### src/hdl/glh_pkg.sv
package glh_pkg;

    ////////////////////////////////////////////////////////////////////////////
    // operating modes handled by this block
    localparam logic [3:0] MODE_GW_INOUT = 4'h4;
    localparam logic [3:0] MODE_GW_HOTLINE = 4'h5;
    localparam logic [3:0] MODE_GW_INOUT_DTR = 4'h6;
    localparam logic [3:0] MODE_GW_HOTLINE_DTR = 4'h7;
    localparam logic [3:0] MODE_HOST_ACCESS = 4'h8;
    localparam logic [3:0] MODE_HOST_HOTLINE = 4'h9;
    localparam logic [3:0] MODE_HOST_LAST = 4'hB;

    ////////////////////////////////////////////////////////////////////////////
    // timing: one timer tick is one millisecond
    localparam int unsigned CLK_PERIOD_NS = 10;
    localparam int unsigned TICK_NS = 1_000_000;
    localparam int unsigned TICK_CYCLES = TICK_NS / CLK_PERIOD_NS;
    localparam int unsigned MS_NS = 1_000_000;
    localparam int unsigned DISC_DROP_MS = 200;
    localparam int unsigned OUT_DCD_WAIT_MS = 35_000;
    localparam int unsigned HOST_REL_MS = 100;
    localparam int unsigned MSB_DTR_OFF_MS = 5_000;
    localparam int unsigned RI_ON_MS = 2_000;
    localparam int unsigned RI_OFF_MS = 4_000;
    localparam int unsigned TMR_W = 16;
    localparam logic [TMR_W-1:0] DISC_DROP_TICKS = TMR_W'(DISC_DROP_MS * MS_NS / TICK_NS);
    localparam logic [TMR_W-1:0] OUT_WAIT_TICKS = TMR_W'(OUT_DCD_WAIT_MS * MS_NS / TICK_NS);
    localparam logic [TMR_W-1:0] HOST_REL_TICKS = TMR_W'(HOST_REL_MS * MS_NS / TICK_NS);
    localparam logic [TMR_W-1:0] MSB_TICKS = TMR_W'(MSB_DTR_OFF_MS * MS_NS / TICK_NS);
    localparam logic [TMR_W-1:0] RI_ON_TICKS = TMR_W'(RI_ON_MS * MS_NS / TICK_NS);
    localparam logic [TMR_W-1:0] RI_OFF_TICKS = TMR_W'(RI_OFF_MS * MS_NS / TICK_NS);
    localparam int unsigned LEAD_W = 3;

    ////////////////////////////////////////////////////////////////////////////
    typedef enum logic [2:0] {
        ST_IDLE,
        ST_OUT_WAIT,
        ST_HL_CALL,
        ST_CONN,
        ST_DISC,
        ST_RING,
        ST_H_ANS,
        ST_H_CONN
    } glh_state_e;

    // leads received from the far equipment, after synchronising
    typedef struct packed {
        logic dcd;
        logic dsr;
        logic dtr;
    } glh_lead_s;

    // leads this card drives
    typedef struct packed {
        logic dtr;
        logic cts;
        logic dsr;
        logic dcd;
        logic ri;
    } glh_drive_s;

    typedef struct packed {
        glh_state_e st;
        logic [3:0] mode;
        logic [TMR_W-1:0] timer;
        logic [TMR_W-1:0] dtr_off;
        glh_lead_s prev;
        glh_drive_s drive;
        logic answer;
        logic release_call;
        logic hotline;
        logic busy;
        logic prompts;
        logic autobaud;
        logic msb;
        logic dial_ok;
    } glh_regs_s;

endpackage : glh_pkg

### src/hdl/glh_sync2.sv
`timescale 1ns/1ps
module glh_sync2 #(
    parameter int unsigned WIDTH = 3
) (
    input wire logic clk_in,
    input wire logic sys_rst_in,
    input wire logic [WIDTH-1:0] async_in,
    output logic [WIDTH-1:0] sync_out
);

    logic [WIDTH-1:0] meta_ff;
    logic [WIDTH-1:0] sync_ff;

    // first stage feeds only the second stage
    always_ff @(posedge clk_in)
    begin
        if (sys_rst_in)
        begin
            meta_ff <= '0;
            sync_ff <= '0;
        end
        else
        begin
            meta_ff <= async_in;
            sync_ff <= meta_ff;
        end
    end

    assign sync_out = sync_ff;

endmodule : glh_sync2

### src/hdl/glh_tick.sv
`timescale 1ns/1ps
module glh_tick #(
    parameter int unsigned PERIOD = 100_000
) (
    input wire logic clk_in,
    input wire logic sys_rst_in,
    output logic tick_out
);

    localparam int unsigned CW = (PERIOD > 1) ? $clog2(PERIOD) : 1;
    localparam logic [CW-1:0] LAST = CW'(PERIOD - 1);

    logic [CW-1:0] cnt_ff;
    logic tick_ff;

    always_ff @(posedge clk_in)
    begin
        if (sys_rst_in)
        begin
            cnt_ff <= '0;
            tick_ff <= 1'b0;
        end
        else
        begin
            tick_ff <= (cnt_ff == LAST);
            cnt_ff <= (cnt_ff == LAST) ? '0 : cnt_ff + 1'b1;
        end
    end

    assign tick_out = tick_ff;

endmodule : glh_tick

### src/hdl/glh_lead_ctrl.sv
// What this block does
// - modes 4-7: act as terminal side, drive DTR, watch DSR/DCD, no RI input
// - gateway modes: prompts only for inbound calls, never while DCD is off
// - modes 4,5: DTR off when idle, on while a call is handled
// - modes 6,7: DTR on always, dropped 0.2 s at disconnect
// - outbound gateway: answer the data module's call, raise DTR, pass data
// - mode 4 outbound: no DCD within 35 s drops DTR and the call
// - gateway: established call is released on DSR or DCD falling
// - inbound, modes 4,6: rising DCD raises DTR, busies unit, arms autobaud
// - mode 4 inbound: DTR off until DCD on, then DTR on and busy
// - mode 5: DCD on starts hotline, retried while DCD stays on
// - host modes: drive CTS/DSR/DCD/RI, CTS/DSR/DCD off when idle
// - host modes: no prompts, menus or echo towards the host
// - host incoming call: RI 2 s on, 4 s off until DTR, then answer
// - host incoming call with DTR already on: answer at once, no RI
// - after protocol exchange succeeds, CTS/DSR/DCD on until release
// - modes 8,9: DTR off over 100 ms releases an established call
// - with busy-on-DTR-drop set, DTR off over 5 s makes set busy
// - mode 8: dialing commands accepted blind, without echo
// - mode 9: DTR rising places a hotline call to the target number
`timescale 1ns/1ps
module glh_lead_ctrl #(
    parameter int unsigned TICK_CYCLES = glh_pkg::TICK_CYCLES
) (
    input wire logic clk_in,
    input wire logic sys_rst_in,
    input wire logic [3:0] mode_sel_in,
    input wire logic busy_on_dtr_drop_in,
    input wire logic dcd_in,
    input wire logic dsr_in,
    input wire logic dtr_in,
    input wire logic call_offer_in,
    input wire logic outbound_connect_in,
    input wire logic proto_ok_in,
    input wire logic call_fail_in,
    input wire logic call_released_in,
    output logic dtr_out,
    output logic cts_out,
    output logic dsr_out,
    output logic dcd_out,
    output logic ri_out,
    output logic answer_out,
    output logic release_out,
    output logic hotline_req_out,
    output logic unit_busy_out,
    output logic prompts_en_out,
    output logic autobaud_arm_out,
    output logic make_set_busy_out,
    output logic dial_accept_out
);

    ////////////////////////////////////////////////////////////////////////////
    // lead synchronisers and timer tick

    glh_pkg::glh_lead_s ld;
    logic tick;

    glh_sync2 #(
        .WIDTH(glh_pkg::LEAD_W)
    ) u_sync (
        .clk_in(clk_in),
        .sys_rst_in(sys_rst_in),
        .async_in({dcd_in, dsr_in, dtr_in}),
        .sync_out(ld)
    );

    glh_tick #(
        .PERIOD(TICK_CYCLES)
    ) u_tick (
        .clk_in(clk_in),
        .sys_rst_in(sys_rst_in),
        .tick_out(tick)
    );

    ////////////////////////////////////////////////////////////////////////////
    // mode decode from the latched mode

    glh_pkg::glh_regs_s r_ff;
    glh_pkg::glh_regs_s nxt_r;

    logic is_gw;
    logic is_host;
    logic gw_hotline;
    logic gw_dtr_hold;

    assign is_gw = (r_ff.mode >= glh_pkg::MODE_GW_INOUT) &&
                   (r_ff.mode <= glh_pkg::MODE_GW_HOTLINE_DTR);
    assign is_host = (r_ff.mode >= glh_pkg::MODE_HOST_ACCESS) &&
                     (r_ff.mode <= glh_pkg::MODE_HOST_LAST);
    assign gw_hotline = (r_ff.mode == glh_pkg::MODE_GW_HOTLINE) ||
                        (r_ff.mode == glh_pkg::MODE_GW_HOTLINE_DTR);
    assign gw_dtr_hold = (r_ff.mode == glh_pkg::MODE_GW_INOUT_DTR) ||
                         (r_ff.mode == glh_pkg::MODE_GW_HOTLINE_DTR);

    ////////////////////////////////////////////////////////////////////////////
    // next-state logic

    always_comb
    begin
        logic dcd_rise;
        logic dcd_fall;
        logic dsr_fall;
        logic dtr_rise;
        logic go_rel;
        dcd_rise = ld.dcd & ~r_ff.prev.dcd;
        dcd_fall = ~ld.dcd & r_ff.prev.dcd;
        dsr_fall = ~ld.dsr & r_ff.prev.dsr;
        dtr_rise = ld.dtr & ~r_ff.prev.dtr;
        go_rel = 1'b0;

        nxt_r = r_ff;
        nxt_r.prev = ld;
        nxt_r.answer = 1'b0;
        nxt_r.release_call = 1'b0;
        nxt_r.hotline = 1'b0;
        // saturating counters so a long wait never wraps into a short one
        if (tick && (r_ff.timer != '1))
        begin
            nxt_r.timer = r_ff.timer + 1'b1;
        end
        if (ld.dtr)
        begin
            nxt_r.dtr_off = '0;
        end
        else if (tick && (r_ff.dtr_off != '1))
        begin
            nxt_r.dtr_off = r_ff.dtr_off + 1'b1;
        end

        unique case (r_ff.st)
            glh_pkg::ST_IDLE:
            begin
                nxt_r.drive = '0;
                nxt_r.drive.dtr = is_gw && gw_dtr_hold;
                if (is_gw && dcd_rise)
                begin
                    nxt_r.drive.dtr = 1'b1;
                    nxt_r.busy = 1'b1;
                    nxt_r.timer = '0;
                    if (gw_hotline)
                    begin
                        nxt_r.hotline = 1'b1;
                        nxt_r.st = glh_pkg::ST_HL_CALL;
                    end
                    else
                    begin
                        nxt_r.prompts = 1'b1;
                        nxt_r.autobaud = 1'b1;
                        nxt_r.st = glh_pkg::ST_CONN;
                    end
                end
                else if (is_gw && outbound_connect_in && !gw_hotline)
                begin
                    nxt_r.answer = 1'b1;
                    nxt_r.drive.dtr = 1'b1;
                    nxt_r.busy = 1'b1;
                    nxt_r.prompts = 1'b0;
                    nxt_r.timer = '0;
                    nxt_r.st = glh_pkg::ST_OUT_WAIT;
                end
                else if (is_host && call_offer_in)
                begin
                    nxt_r.busy = 1'b1;
                    nxt_r.timer = '0;
                    if (ld.dtr)
                    begin
                        nxt_r.answer = 1'b1;
                        nxt_r.st = glh_pkg::ST_H_ANS;
                    end
                    else
                    begin
                        nxt_r.drive.ri = 1'b1;
                        nxt_r.st = glh_pkg::ST_RING;
                    end
                end
                else if (is_host && (r_ff.mode == glh_pkg::MODE_HOST_HOTLINE) && dtr_rise)
                begin
                    nxt_r.hotline = 1'b1;
                    nxt_r.busy = 1'b1;
                    nxt_r.st = glh_pkg::ST_H_ANS;
                end
            end

            glh_pkg::ST_HL_CALL:
            begin
                if (!ld.dcd)
                begin
                    nxt_r.release_call = 1'b1;
                    go_rel = 1'b1;
                end
                else if (proto_ok_in)
                begin
                    nxt_r.prompts = 1'b1;
                    nxt_r.st = glh_pkg::ST_CONN;
                end
                else if (call_fail_in)
                begin
                    nxt_r.hotline = 1'b1;
                end
            end

            glh_pkg::ST_OUT_WAIT:
            begin
                if (call_released_in)
                begin
                    go_rel = 1'b1;
                end
                else if (ld.dcd)
                begin
                    nxt_r.st = glh_pkg::ST_CONN;
                end
                else if (!gw_dtr_hold && (r_ff.timer >= glh_pkg::OUT_WAIT_TICKS))
                begin
                    nxt_r.release_call = 1'b1;
                    go_rel = 1'b1;
                end
            end

            glh_pkg::ST_CONN:
            begin
                // a gateway dropping either lead ends the call
                if (dcd_fall || dsr_fall)
                begin
                    nxt_r.release_call = 1'b1;
                    go_rel = 1'b1;
                end
                else if (call_released_in)
                begin
                    go_rel = 1'b1;
                end
            end

            glh_pkg::ST_DISC:
            begin
                if (!(is_gw && gw_dtr_hold))
                begin
                    nxt_r.st = glh_pkg::ST_IDLE;
                end
                else if (r_ff.timer > glh_pkg::DISC_DROP_TICKS)
                begin
                    nxt_r.drive.dtr = 1'b1;
                    nxt_r.st = glh_pkg::ST_IDLE;
                end
            end

            glh_pkg::ST_RING:
            begin
                if (ld.dtr)
                begin
                    nxt_r.drive.ri = 1'b0;
                    nxt_r.answer = 1'b1;
                    nxt_r.st = glh_pkg::ST_H_ANS;
                end
                else if (call_released_in)
                begin
                    go_rel = 1'b1;
                end
                else if (r_ff.drive.ri && (r_ff.timer >= glh_pkg::RI_ON_TICKS))
                begin
                    nxt_r.drive.ri = 1'b0;
                    nxt_r.timer = '0;
                end
                else if (!r_ff.drive.ri && (r_ff.timer >= glh_pkg::RI_OFF_TICKS))
                begin
                    nxt_r.drive.ri = 1'b1;
                    nxt_r.timer = '0;
                end
            end

            glh_pkg::ST_H_ANS:
            begin
                if (call_released_in)
                begin
                    go_rel = 1'b1;
                end
                else if (proto_ok_in)
                begin
                    nxt_r.drive.cts = 1'b1;
                    nxt_r.drive.dsr = 1'b1;
                    nxt_r.drive.dcd = 1'b1;
                    nxt_r.st = glh_pkg::ST_H_CONN;
                end
            end

            glh_pkg::ST_H_CONN:
            begin
                if (r_ff.dtr_off > glh_pkg::HOST_REL_TICKS)
                begin
                    nxt_r.release_call = 1'b1;
                    go_rel = 1'b1;
                end
                else if (call_released_in)
                begin
                    go_rel = 1'b1;
                end
            end
        endcase

        if (go_rel)
        begin
            // every lead this card drives goes off; hold modes restore DTR later
            nxt_r.drive = '0;
            nxt_r.busy = 1'b0;
            nxt_r.prompts = 1'b0;
            nxt_r.autobaud = 1'b0;
            nxt_r.timer = '0;
            nxt_r.st = glh_pkg::ST_DISC;
        end

        // host side never prompts or echoes
        if (!is_gw || !ld.dcd)
        begin
            nxt_r.prompts = 1'b0;
        end
        if (!is_host || ld.dtr)
        begin
            nxt_r.msb = 1'b0;
        end
        else if (busy_on_dtr_drop_in && (r_ff.dtr_off > glh_pkg::MSB_TICKS))
        begin
            nxt_r.msb = 1'b1;
        end
        nxt_r.dial_ok = (r_ff.mode == glh_pkg::MODE_HOST_ACCESS) &&
                        (nxt_r.st == glh_pkg::ST_IDLE);

        if (sys_rst_in)
        begin
            nxt_r = '0;
            nxt_r.st = glh_pkg::ST_IDLE;
            nxt_r.mode = mode_sel_in;
        end
    end

    always_ff @(posedge clk_in)
    begin
        r_ff <= nxt_r;
    end

    ////////////////////////////////////////////////////////////////////////////
    // outputs, all straight from the state register

    assign dtr_out = r_ff.drive.dtr;
    assign cts_out = r_ff.drive.cts;
    assign dsr_out = r_ff.drive.dsr;
    assign dcd_out = r_ff.drive.dcd;
    assign ri_out = r_ff.drive.ri;
    assign answer_out = r_ff.answer;
    assign release_out = r_ff.release_call;
    assign hotline_req_out = r_ff.hotline;
    assign unit_busy_out = r_ff.busy;
    assign prompts_en_out = r_ff.prompts;
    assign autobaud_arm_out = r_ff.autobaud;
    assign make_set_busy_out = r_ff.msb;
    assign dial_accept_out = r_ff.dial_ok;

endmodule : glh_lead_ctrl

### config.mk
export PLATFORM = sky130hd
export DESIGN_NAME = glh_lead_ctrl
export DESIGN_NICKNAME = d
export VERILOG_FILES = /design/src/hdl/glh_pkg.sv /design/src/hdl/glh_sync2.sv /design/src/hdl/glh_tick.sv /design/src/hdl/glh_lead_ctrl.sv
export SDC_FILE = /design/constraint.sdc
export NUM_CORES = 1
export LEC_CHECK = 0
export ABC_AREA = 0
export BUFFER_PORTS_ARGS = -buffer_cell sky130_fd_sc_hd__buf_2
export CAP_MARGIN = 10
export CORE_ASPECT_RATIO = 0.9
export CORE_UTILIZATION = 35
export CTS_BUF_LIST = sky130_fd_sc_hd__clkbuf_16
export CTS_CLUSTER_SIZE = 16
export DETAILED_ROUTE_END_ITERATION = 8
export GPL_TIMING_DRIVEN = 0
export PLACE_DENSITY = 0.64
export REMOVE_ABC_BUFFERS = 1
export SYNTH_ARGS = -nofsm -noshare
export SYNTH_HDL_FRONTEND = slang
export SYNTH_SLANG_ARGS = --single-unit
### constraint.sdc
create_clock -name clk_in -period 2.7 [get_ports clk_in]
set_input_delay 0.54 -clock clk_in [delete_from_list [all_inputs] [get_ports clk_in]]
set_output_delay 0.54 -clock clk_in [all_outputs]
set_load 0.005 [all_outputs]
### Word-level counts from Yosys, hierarchy flattened

Index checks and enable logic that the tools add are counted.

* register bits: 79
* bits of input ports: 15
* logic and storage cells: 190

* add/sub/neg operators: 3
* order comparisons: 10
* eq/ne operators: 25
* muxes and demuxes: 74
* bitwise gates (word level): 9
* reduce and logical (&&, ||, !) cells: 45

Operator list (count)
* two-way mux 16 bit: 8
* two-way mux 3 bit: 17
* two-way mux 1 bit: 35
* adder 16 x 1 -> 16 bit, second input constant: 2
* != test 16 bit, second input constant: 2
* one-hot mux 16 bit (2 select lines): 1
* one-hot mux 3 bit (6 select lines): 1
* adder 17 x 1 -> 17 bit, second input constant: 1
* equality test 17 bit, second input constant: 1
* >= comparator 16 x 10 -> 1 bit, second input constant: 1
* >= comparator 16 x 11 -> 1 bit, second input constant: 1
* >= comparator 16 x 12 -> 1 bit, second input constant: 1
* greater-than comparator 16 x 10 -> 1 bit, second input constant: 1
* greater-than comparator 16 x 7 -> 1 bit, second input constant: 1
* greater-than comparator 16 x 8 -> 1 bit, second input constant: 1
* logical AND 1 bit: 16
* equality test 3 bit, second input constant: 4
* equality test 4 x 3 -> 1 bit, second input constant: 3
* AND reduction 3 bit: 4
* two-way mux 2 bit: 5
* != test 2 bit, second input constant: 5
* equality test 4 bit, second input constant: 2
* nonzero test 2 bit: 4
* OR reduction 2 bit: 4
* other kinds (24): 45

### Depth between registers and ports, before layout

Gate-level depths: netlist of the first run.

* depth after elaboration: 12
* mapped depth: 9

### Cells and area by module

Synthesis of the first run repeated with hierarchy kept, for this count alone.

* cell total of the unflattened synthesis: 460
* area total of the unflattened synthesis: 4115.2 µm²

Modules (own cells, without submodules)
* glh_lead_ctrl: instances 1, cells an instance 357, area each 3170.5 µm², seq. area each 1101.1 µm²
* glh_tick: instances 1, cells an instance 91, area each 787.0 µm², seq. area each 360.3 µm²
* glh_sync2: instances 1, cells an instance 12, area each 157.7 µm², seq. area each 120.1 µm²

### Worst setup path after synthesis of the first run

No wires, ideal clock.

* path type: register -> register
* from: register r_ff[44] (netlist bit)
* to: register r_ff[36] (netlist bit)
* data arrival time: 2.446 ns
* required time: 2.624 ns
* setup slack: 0.178 ns
* cell stages (with the launch flop): 8
* path buffers: 2
* path through: dfxtp_1 or4_4 or4b_1 and4b_1 or4_4 buf_6 buf_6 nor3_2

* cells in the longest elaborated chain, start to end: 8
* elaborated cells on any way between the ends: 22

Ends and longest elaborated chain
* start: declaration: line glh_lead_ctrl.sv:78 `glh_pkg::glh_regs_s r_ff;`
* start signal: assignment: line glh_lead_ctrl.sv:336 `r_ff <= nxt_r;`
* branches (longest 8 deep; another with >= comparator 16 x 10 -> 1 bit)

Parallel ways; which one is timed is not known.
A chain may end at the register's enable or synchronous reset.

### Final worst setup path of the first run

* from: register r_ff[44] (netlist bit)
* to: register r_ff[39] (netlist bit)

The elaborated chain is that of the path after synthesis.

==> results of run 1 <==
cells by family (layout without fill, tap and decap cells):
logic type / Yosys count / in the layout / synth area share
AND/OR/NAND/NOR: 226 / 226 / 0.326
flip-flops: 77 / 77 / 0.406
AO/OA/AOI/OAI: 66 / 66 / 0.111
XOR/XNOR: 40 / 40 / 0.0899
buffers and inverters: 35 / 54 / 0.0414
adder cells (fa/ha/maj): 7 / 7 / 0.0225
multiplexers: 1 / 1 / 0.00257
what timing repair did:
item / 4_1_cts / 5_1_grt
endpoints found under the setup margin: 2 / 7
pin swaps: 2 / 1
gates resized for setup: 0 / 1
critical path, stage by stage, from the launching register on:
cell,delay [ns]
dfxtp_1,0.35
or4_4,0.58
or4b_1,0.53
and4b_1,0.22
or4_4,0.62
a2111oi_2,0.27
worst max-delay path by stage:
stage,from,to,cells after the start
global route,r_ff[44]$_SDFF_PP0_,r_ff[39]$_SDFF_PP0_,5
finish,r_ff[44]$_SDFF_PP0_,r_ff[39]$_SDFF_PP0_,5
CTS,r_ff[44]$_SDFF_PP0_,r_ff[39]$_SDFF_PP0_,5
detailed placement,r_ff[44]$_SDFF_PP0_,r_ff[37]$_SDFF_PP0_,5
global placement,r_ff[44]$_SDFF_PP0_,r_ff[37]$_SDFF_PP0_,5
floorplan,r_ff[44]$_SDFF_PP0_,r_ff[37]$_SDFF_PP0_,5
cell type report:
class                   count  area, um2
fillers                  1078       6420
multi-input cells         340       2160
flip-flops and latches     77       1580
clock buffers               9        225
well taps                 133        166
repair buffers             27        135
clock inverters             7       82.6
inverters                  11       41.3
synthesized netlist by cell type (all sizes together) (3+ instances only):
cell type / instances
dfxtp: 73
nor2: 56
nor3: 30
nand2: 29
nand3: 22
xnor2: 21
o21ai: 19
xor2: 19
clkbuf: 18
nor2b: 17
a21oi: 14
nand4: 13
nor4: 13
and3: 11
inv: 11
ha: 7
or4: 7
a31oi: 6
buf: 6
a2111oi: 5
nand2b: 5
edfxtp: 4
o211ai: 4
or3: 4
and4: 3
and4b: 3
per-stage QoR:
stage          setup WS (ns)  cell area [um2]  utilization  power (mW)
2_1_floorplan          0.140             3770            -        1.36
3_3_place_gp         -0.0628             4080        0.377        1.42
3_5_place_dp         -0.0570             4080        0.377        1.43
4_1_cts               0.0247             4380        0.406        2.67
5_1_grt              -0.0746             4390        0.406        2.73
6_report              0.0261             4390        0.406        2.63
registers in the layout, summed over array words and instances (netlist names), 3 cells and up:
signal and count:
r_ff 42, u_tick.cnt_ff 17, u_sync.sync_out 3, u_sync.meta_ff 3
power by group through the flow:
stage                     logic (mW)  registers [mW]  clock network [mW]
final                          0.190            1.21                1.23
after detailed placement       0.188            1.24                   0
after global routing           0.214            1.22                1.30
after CTS                      0.189            1.21                1.26
after floorplan                0.129            1.23                   0
after global placement         0.188            1.24                   0
metal layers:
| layer | vias up | GRT usage | routed length [um] |
|---|---|---|---|
| met5 | - | 0 | 0 |
| met4 | 0 | 0.0739 | 155 |
| met3 | 10 | 0.0285 | 352 |
| met2 | 79 | 0.237 | 3700 |
| met1 | 1501 | 0.204 | 3980 |
| li1 | 1662 | - | - |
==> impl_metrics.ini, run 1 <==
[outcome]
outcome = complete, no violations

[critical_path]
r2r_slack_ns = 0.03
crit_required_ns = 2.93
arrival_ns = 2.91
r2r-start = r_ff[44]$_SDFF_PP0_
r2r-end = r_ff[39]$_SDFF_PP0_
worstSetupPathType = flop to flop
startpoint_type = flop
reg2regPathDepth = 5
crit_path_end_kind = flop
cp_max_fo = 24

[timing]
final_max_slew_viol_count = 0
hold_viol = 0
setup_viol = 0
max_slew.worst_pin.slew_ns = 1.19
fmax_mhz = 374
post-route-min-period_ns = 2.67
max_slew_margin = 0.202
setup_tns_ns = 0
hold_slack_ns = 0.373
fin_crit_sh = 0.990
rsz0062_at_grt = true
clock_skew_ns = 0.00868

[routing]
drtAntennaViolNets = 0
wl_mm = 8.20
via_per_inst = 5.38
wire_per_inst_um = 13.6
drc = 0
vias = 3252
drtPass1Iterations = 4
drtIter0Drc = 197

[global_route]
antenna_found_initial = 0
grt_pass1_vias = 2938
grt-ovfl-total = 0
grt_pass1_wl_mm = 14.0
track_usage = 0.152
grt_max_degree = 25

[yosys]
syn_avg_cell_area_um2 = 8.62
ys_seq_elements = 77
ys_types = 59
synth-seq-area-share = 0.406
syn-instance-count = 452
synth_edf_count = 4
synth_top_area_share = 0.375
async_reset_ff_frac = 0
ys.warnings.count = 0
yosys.area.top_type = dfxtp_1
netlist_area_um2 = 3890
synth_flop_cell = dfxtp_1
synthTopCellsByArea = dfxtp_1 (38%), nor2_1 (5.4%), xnor2_1 (4.7%)

[power]
pwr-share-clk = 0.467
p_leak_nw = 1.53
seq_power_share = 0.461
powerDensity_nw_per_um2 = 600
peakVddDrop_mv = 0.262
comb_power_share = 0.072
swShare = 0.251
power.switching_mw = 0.659
p_int_mw = 1.97

[job]
cap_violations = 0

[clocking]
cts_max_level = 3
clock-sinks = 77
clk_latency_ns = 0.34
ctsHoldBuffers = 0
numCtsBuffers = 9
post-cts-setup-buffer-count = 0
cts.clk_slew.worst_paths_ns = 0.06
clockBufferDepth = 2
cts_tree = yes
cts-root-buf = clkbuf_16

[placement]
dp_hpwl_mm = 5.86
port_buffers = 27
place_inst = 588
gp_congestion = 0.834

[floorplanning]
rows = 36
io_pins = 28
die_w_um = 113
dieArea_um2 = 11600
core-area_um2 = 10800
initial_core_util = 0.360
die_h_um = 102

[finish]
nNetsFinal = 488
drive_above_1_share = 0.134
layout_commonest_cell = dfxtp_1
n_antenna_cell = 0
mostFrequentLayoutCells = dfxtp_1 (73), nor2_1 (56), nand2_1 (29)
area_growth_pct = 12.7
fin_cells = 604

[min_path]
holdCritStartpoint = mode_sel_in[2]
hold_path_class = input pin to flop
holdPathStages = 1
holdPathEnd = r_ff[50]$_DFFE_PP_
No activity file was read; power rests on OpenSTA's default activity.
==> run 2: changes to the inputs <==
--- a/config.mk
+++ b/config.mk
@@ -7,5 +7,4 @@
 export LEC_CHECK = 0
-export ABC_AREA = 0
 export BUFFER_PORTS_ARGS = -buffer_cell sky130_fd_sc_hd__buf_2
-export CAP_MARGIN = 10
+export CAP_MARGIN = 20
 export CORE_ASPECT_RATIO = 0.9
==> constraint.sdc (replaced) <==
create_clock -name clk_in -period 2.7 [get_ports clk_in]
set_input_delay 0.27 -clock clk_in [delete_from_list [all_inputs] [get_ports clk_in]]
set_output_delay 0.27 -clock clk_in [all_outputs]
set_load 0.005 [all_outputs]
==> impl_metrics.ini, run 2 (synthesis results as in run 1) <==
[critical_path]
cpPeakStageDelay_ns = 0.62
path_buf_inv = 0
crit_required_ns = 2.93
worstSetupPathType = flop to flop
crit_path_end_kind = flop
crit_family = simple AND/OR/NAND/NOR gates
arrival_ns = 2.90
startpoint_type = flop
cp_max_fo = 24
crit_chain = or4_4, or4b_1, and4b_1, or4_4, a2111oi_2
crit_top_cell = or4_4
crit_slowest_cell = or4_4

[routing]
via_per_inst = 5.39
vias = 3259
wire_per_inst_um = 13.6
wl_mm = 8.23
drtPass1Iterations = 5
drtIter0Drc = 183
drtAntennaViolNets = 0
drc = 0

[global_route]
met2_usage = 0.237
grt_pass1_vias = 2938
grt-ovfl-total = 0
grt.busiest_layer = met2
grt_max_degree = 25
antenna_found_initial = 0
grtUsageMet1 = 0.204
track_usage = 0.152
grt_pass1_wl_mm = 14.0
globalRouteMet3Util = 0.0285

[floorplanning]
die_h_um = 102
io_pins = 28
rows = 36
die_w_um = 113
initial_core_util = 0.360
dieArea_um2 = 11600
core-area_um2 = 10800

[finish]
largest_reg_flops = 42
area_growth_pct = 12.8
nNetsFinal = 489
final_util = 0.406
drive_above_1_share = 0.136
layout_commonest_cell = dfxtp_1
mostFrequentLayoutCells = dfxtp_1 (73), nor2_1 (56), nand2_1 (29)
multi_input_area_um2 = 2160
fillers = 1078
fin_cells = 605
seq_area_um2 = 1580
top_register = r_ff
reg_top3 = r_ff x42, u_tick.cnt_ff x17
n_antenna_cell = 0

[outcome]
outcome = complete, no violations

[timing]
setup_tns_ns = 0
hold_slack_ns = 0.103
final_max_slew_viol_count = 0
clock_skew_ns = 0.00807
hold_viol = 0
max_slew.worst_pin.slew_ns = 0.942
post-route-min-period_ns = 2.67
fin_crit_sh = 0.989
setup_viol = 0
max_slew_margin = 0.371
rsz0062_at_grt = true
fmax_mhz = 374

[placement]
port_buffers = 27
dp_hpwl_mm = 5.86
place_inst = 588
gp_congestion = 0.834

[clocking]
cts.clk_slew.worst_paths_ns = 0.06
cts_tree = yes
clockBufferDepth = 2
clk_latency_ns = 0.34
cts-root-buf = clkbuf_16
ctsHoldBuffers = 0
clock-sinks = 77
numCtsBuffers = 9
cts_max_level = 3

[job]
cap_violations = 0

[power]
p_leak_nw = 1.53
powerDensity_nw_per_um2 = 599
peakVddDrop_mv = 0.263

[min_path]
hold_path_class = input pin to flop
## run 2: cell types whose count changed in the layout (fill, tap and decap cells not counted)
cell	previous run	this run
clkbuf_2	0	1
## run 2: power breakdown
part	switching [mW]	internal, mW
Clock	0.499	0.728
Combinational	0.119	0.0706
Sequential	0.0388	1.17
Total	0.658	1.97
## run 2: repair_timing
action,CTS,global route
buffers inserted,0,0
gates resized for setup,0,1
gates cloned,0,0
endpoints found under the setup margin,2,7
pin swaps,2,1
## run 2: worst paths after layout
check / endpoint / startpoint / slack [ns] / cells after the start
setup / recovery: r_ff[39]$_SDFF_PP0_ / r_ff[44]$_SDFF_PP0_ / 0.03 / 5
setup reg to reg: r_ff[39]$_SDFF_PP0_ / r_ff[44]$_SDFF_PP0_ / 0.03 / 5
hold reg to reg: u_sync.sync_out[1]$_SDFF_PP0_ / u_sync.meta_ff[1]$_SDFF_PP0_ / 0.45 / 1
hold / removal: r_ff[50]$_DFFE_PP_ / mode_sel_in[2] / 0.10 / 1
## run 2: layout make-up
type                    instances  area share
multi-input cells             340       0.491
flip-flops and latches         77       0.360
clock buffers                   9      0.0513
well taps                     133      0.0379
repair buffers                 28      0.0319
clock inverters                 7      0.0188
inverters                      11     0.00940
## run 2: metal layers
metal  wire [um]  vias to the layer above
met5           0                        -
met4         155                        0
met3         335                       11
met2        3710                       71
met1        4030                     1513
li1            -                     1664
## run 2: stage by stage
step	instance area (um2)	power [mW]	setup WS, ns
after floorplan	3770	1.36	0.140
after global placement	4080	1.42	-0.0628
after detailed placement	4080	1.43	-0.0570
after CTS	4380	2.67	0.0247
after global routing	4390	2.73	-0.0746
final	4390	2.63	0.0287
==> run 3: changes to the inputs <==
BUFFER_PORTS_ARGS = default   (was -buffer_cell sky130_fd_sc_hd__buf_2)
DONT_BUFFER_PORTS = 1   (was default)
PLACE_DENSITY = 0.62   (was 0.64)
==> impl_metrics.ini, run 3 (synthesis results as in run 1) <==
[critical_path]
r2r_slack_ns = 0.05
startpoint_type = flop
crit_chain = or4_4, or4b_4, and4b_2, or4_4, buf_12, nor3_2
cp_max_fo = 7
path_depth = 6
crit_top_cell = or4_4
crit_path_end_kind = flop
worstSetupPathType = flop to flop
crit_family = simple AND/OR/NAND/NOR gates
reg2regPathDepth = 6
crit_required_ns = 2.95
arrival_ns = 2.91
crit_slowest_cell = or4_4
path_buf_inv = 1
cpPeakStageDelay_ns = 0.57

[job]
cap_violations = 0

[floorplanning]
io_pins = 28
die_h_um = 102
core-area_um2 = 10800
rows = 36
die_w_um = 113
initial_core_util = 0.360
dieArea_um2 = 11600

[routing]
vias = 3242
drtAntennaViolNets = 0
via_per_inst = 5.44
drc = 0
wire_per_inst_um = 14.6
wl_mm = 8.72
drtPass1Iterations = 5
drtIter0Drc = 166

[global_route]
track_usage = 0.160
grt_pass1_vias = 3026
grt-ovfl-total = 0
antenna_found_initial = 0
grt_pass1_wl_mm = 14.6
grt_max_degree = 24

[finish]
fin_cells = 596
layout_commonest_cell = dfxtp_1
nNetsFinal = 480
n_antenna_cell = 0
drive_above_1_share = 0.106
stdcell_area_um2 = 4460
fillers = 1077
mostFrequentLayoutCells = dfxtp_1 (70), nor2_1 (56), nand2_1 (29)
largest_reg_flops = 42
area_growth_pct = 14.5
top_register = r_ff
final_util = 0.412
reg_top3 = r_ff x42, u_tick.cnt_ff x17

[timing]
setup_viol = 0
setup_tns_ns = 0
hold_slack_ns = 0.00965
fmax_mhz = 377
worst_slack_ns = 0.0461
hold_viol = 0
max_slew_margin = 0.337
max_slew.worst_pin.slew_ns = 0.993
fin_crit_sh = 0.983
post-route-min-period_ns = 2.65
final_max_slew_viol_count = 0
clock_skew_ns = 0.00714

[clocking]
cts_max_level = 3
clk_latency_ns = 0.34
cts_tree = yes
clockBufferDepth = 2
cts-root-buf = clkbuf_16
numCtsBuffers = 9
clock-sinks = 77
cts.clk_slew.worst_paths_ns = 0.06

[min_path]
hold_path_class = input pin to flop
holdPathStages = 1

[placement]
port_buffers = 0
place_inst = 561
gp_congestion = 0.842
dp_hpwl_mm = 5.58
placed_cell_area_um2 = 3940
place_ws_ns = -0.0963

[power]
p_leak_nw = 1.52
peakVddDrop_mv = 0.401
powerDensity_nw_per_um2 = 591
totalPowerFinal_mw = 2.64

[outcome]
outcome = complete, no violations
==> run 3: changes by cell type in the layout (fill, tap and decap cells not counted), sizes merged <==
cell	delta
or4	+1
buf	-21
clkinvlp	-1
dlygate4sd3	+11
inv	+1
==> run 3: report_power, final <==
part | leakage, nW | internal (mW) | switching (mW)
clock | 0.146 | 0.721 | 0.505
sequential | 0.632 | 1.17 | 0.0424
combinational | 0.742 | 0.0817 | 0.112
==> run 3: area by class of cell <==
type,instances,area (um2),share of cell area
clock inverter,7,72.6,0.0163
sequential,77,1590,0.356
tap,133,166,0.0373
timing repair buffer,18,176,0.0396
multi-input combinational,341,2190,0.491
inverter,11,41.3,0.00926
clock buffer,9,225,0.0505
==> run 3: metal layers <==
| metal | global-route usage | share of wire | vias to the layer above |
|---|---|---|---|
| li1 | - | - | 1639 |
| met5 | 0 | 0 | - |
| met4 | 0.0617 | 0.019 | 0 |
| met2 | 0.259 | 0.45 | 61 |
| met3 | 0.0445 | 0.056 | 14 |
| met1 | 0.204 | 0.47 | 1528 |
==> run 3: what timing repair did <==
| action | 4_1_cts | 5_1_grt |
|---|---|---|
| gates resized for setup | 1 | 9 |
| hold buffers | 10 | 1 |
| pin swaps | 1 | 2 |
| setup endpoints to repair | 2 | 17 |
| buffers inserted | 3 | 3 |
| cloned | 1 | 0 |
| endpoints found under the hold margin | 12 | 1 |
==> run 3: worst paths after layout <==
kind                                              startpoint                             to
worst max-delay path                     r_ff[47]$_SDFF_PP0_            r_ff[44]$_SDFF_PP0_
worst min-delay path                              sys_rst_in     hotline_req_out$_SDFF_PP0_
worst min register to register  u_sync.meta_ff[2]$_SDFF_PP0_  u_sync.sync_out[2]$_SDFF_PP0_
worst max register to register           r_ff[47]$_SDFF_PP0_            r_ff[44]$_SDFF_PP0_
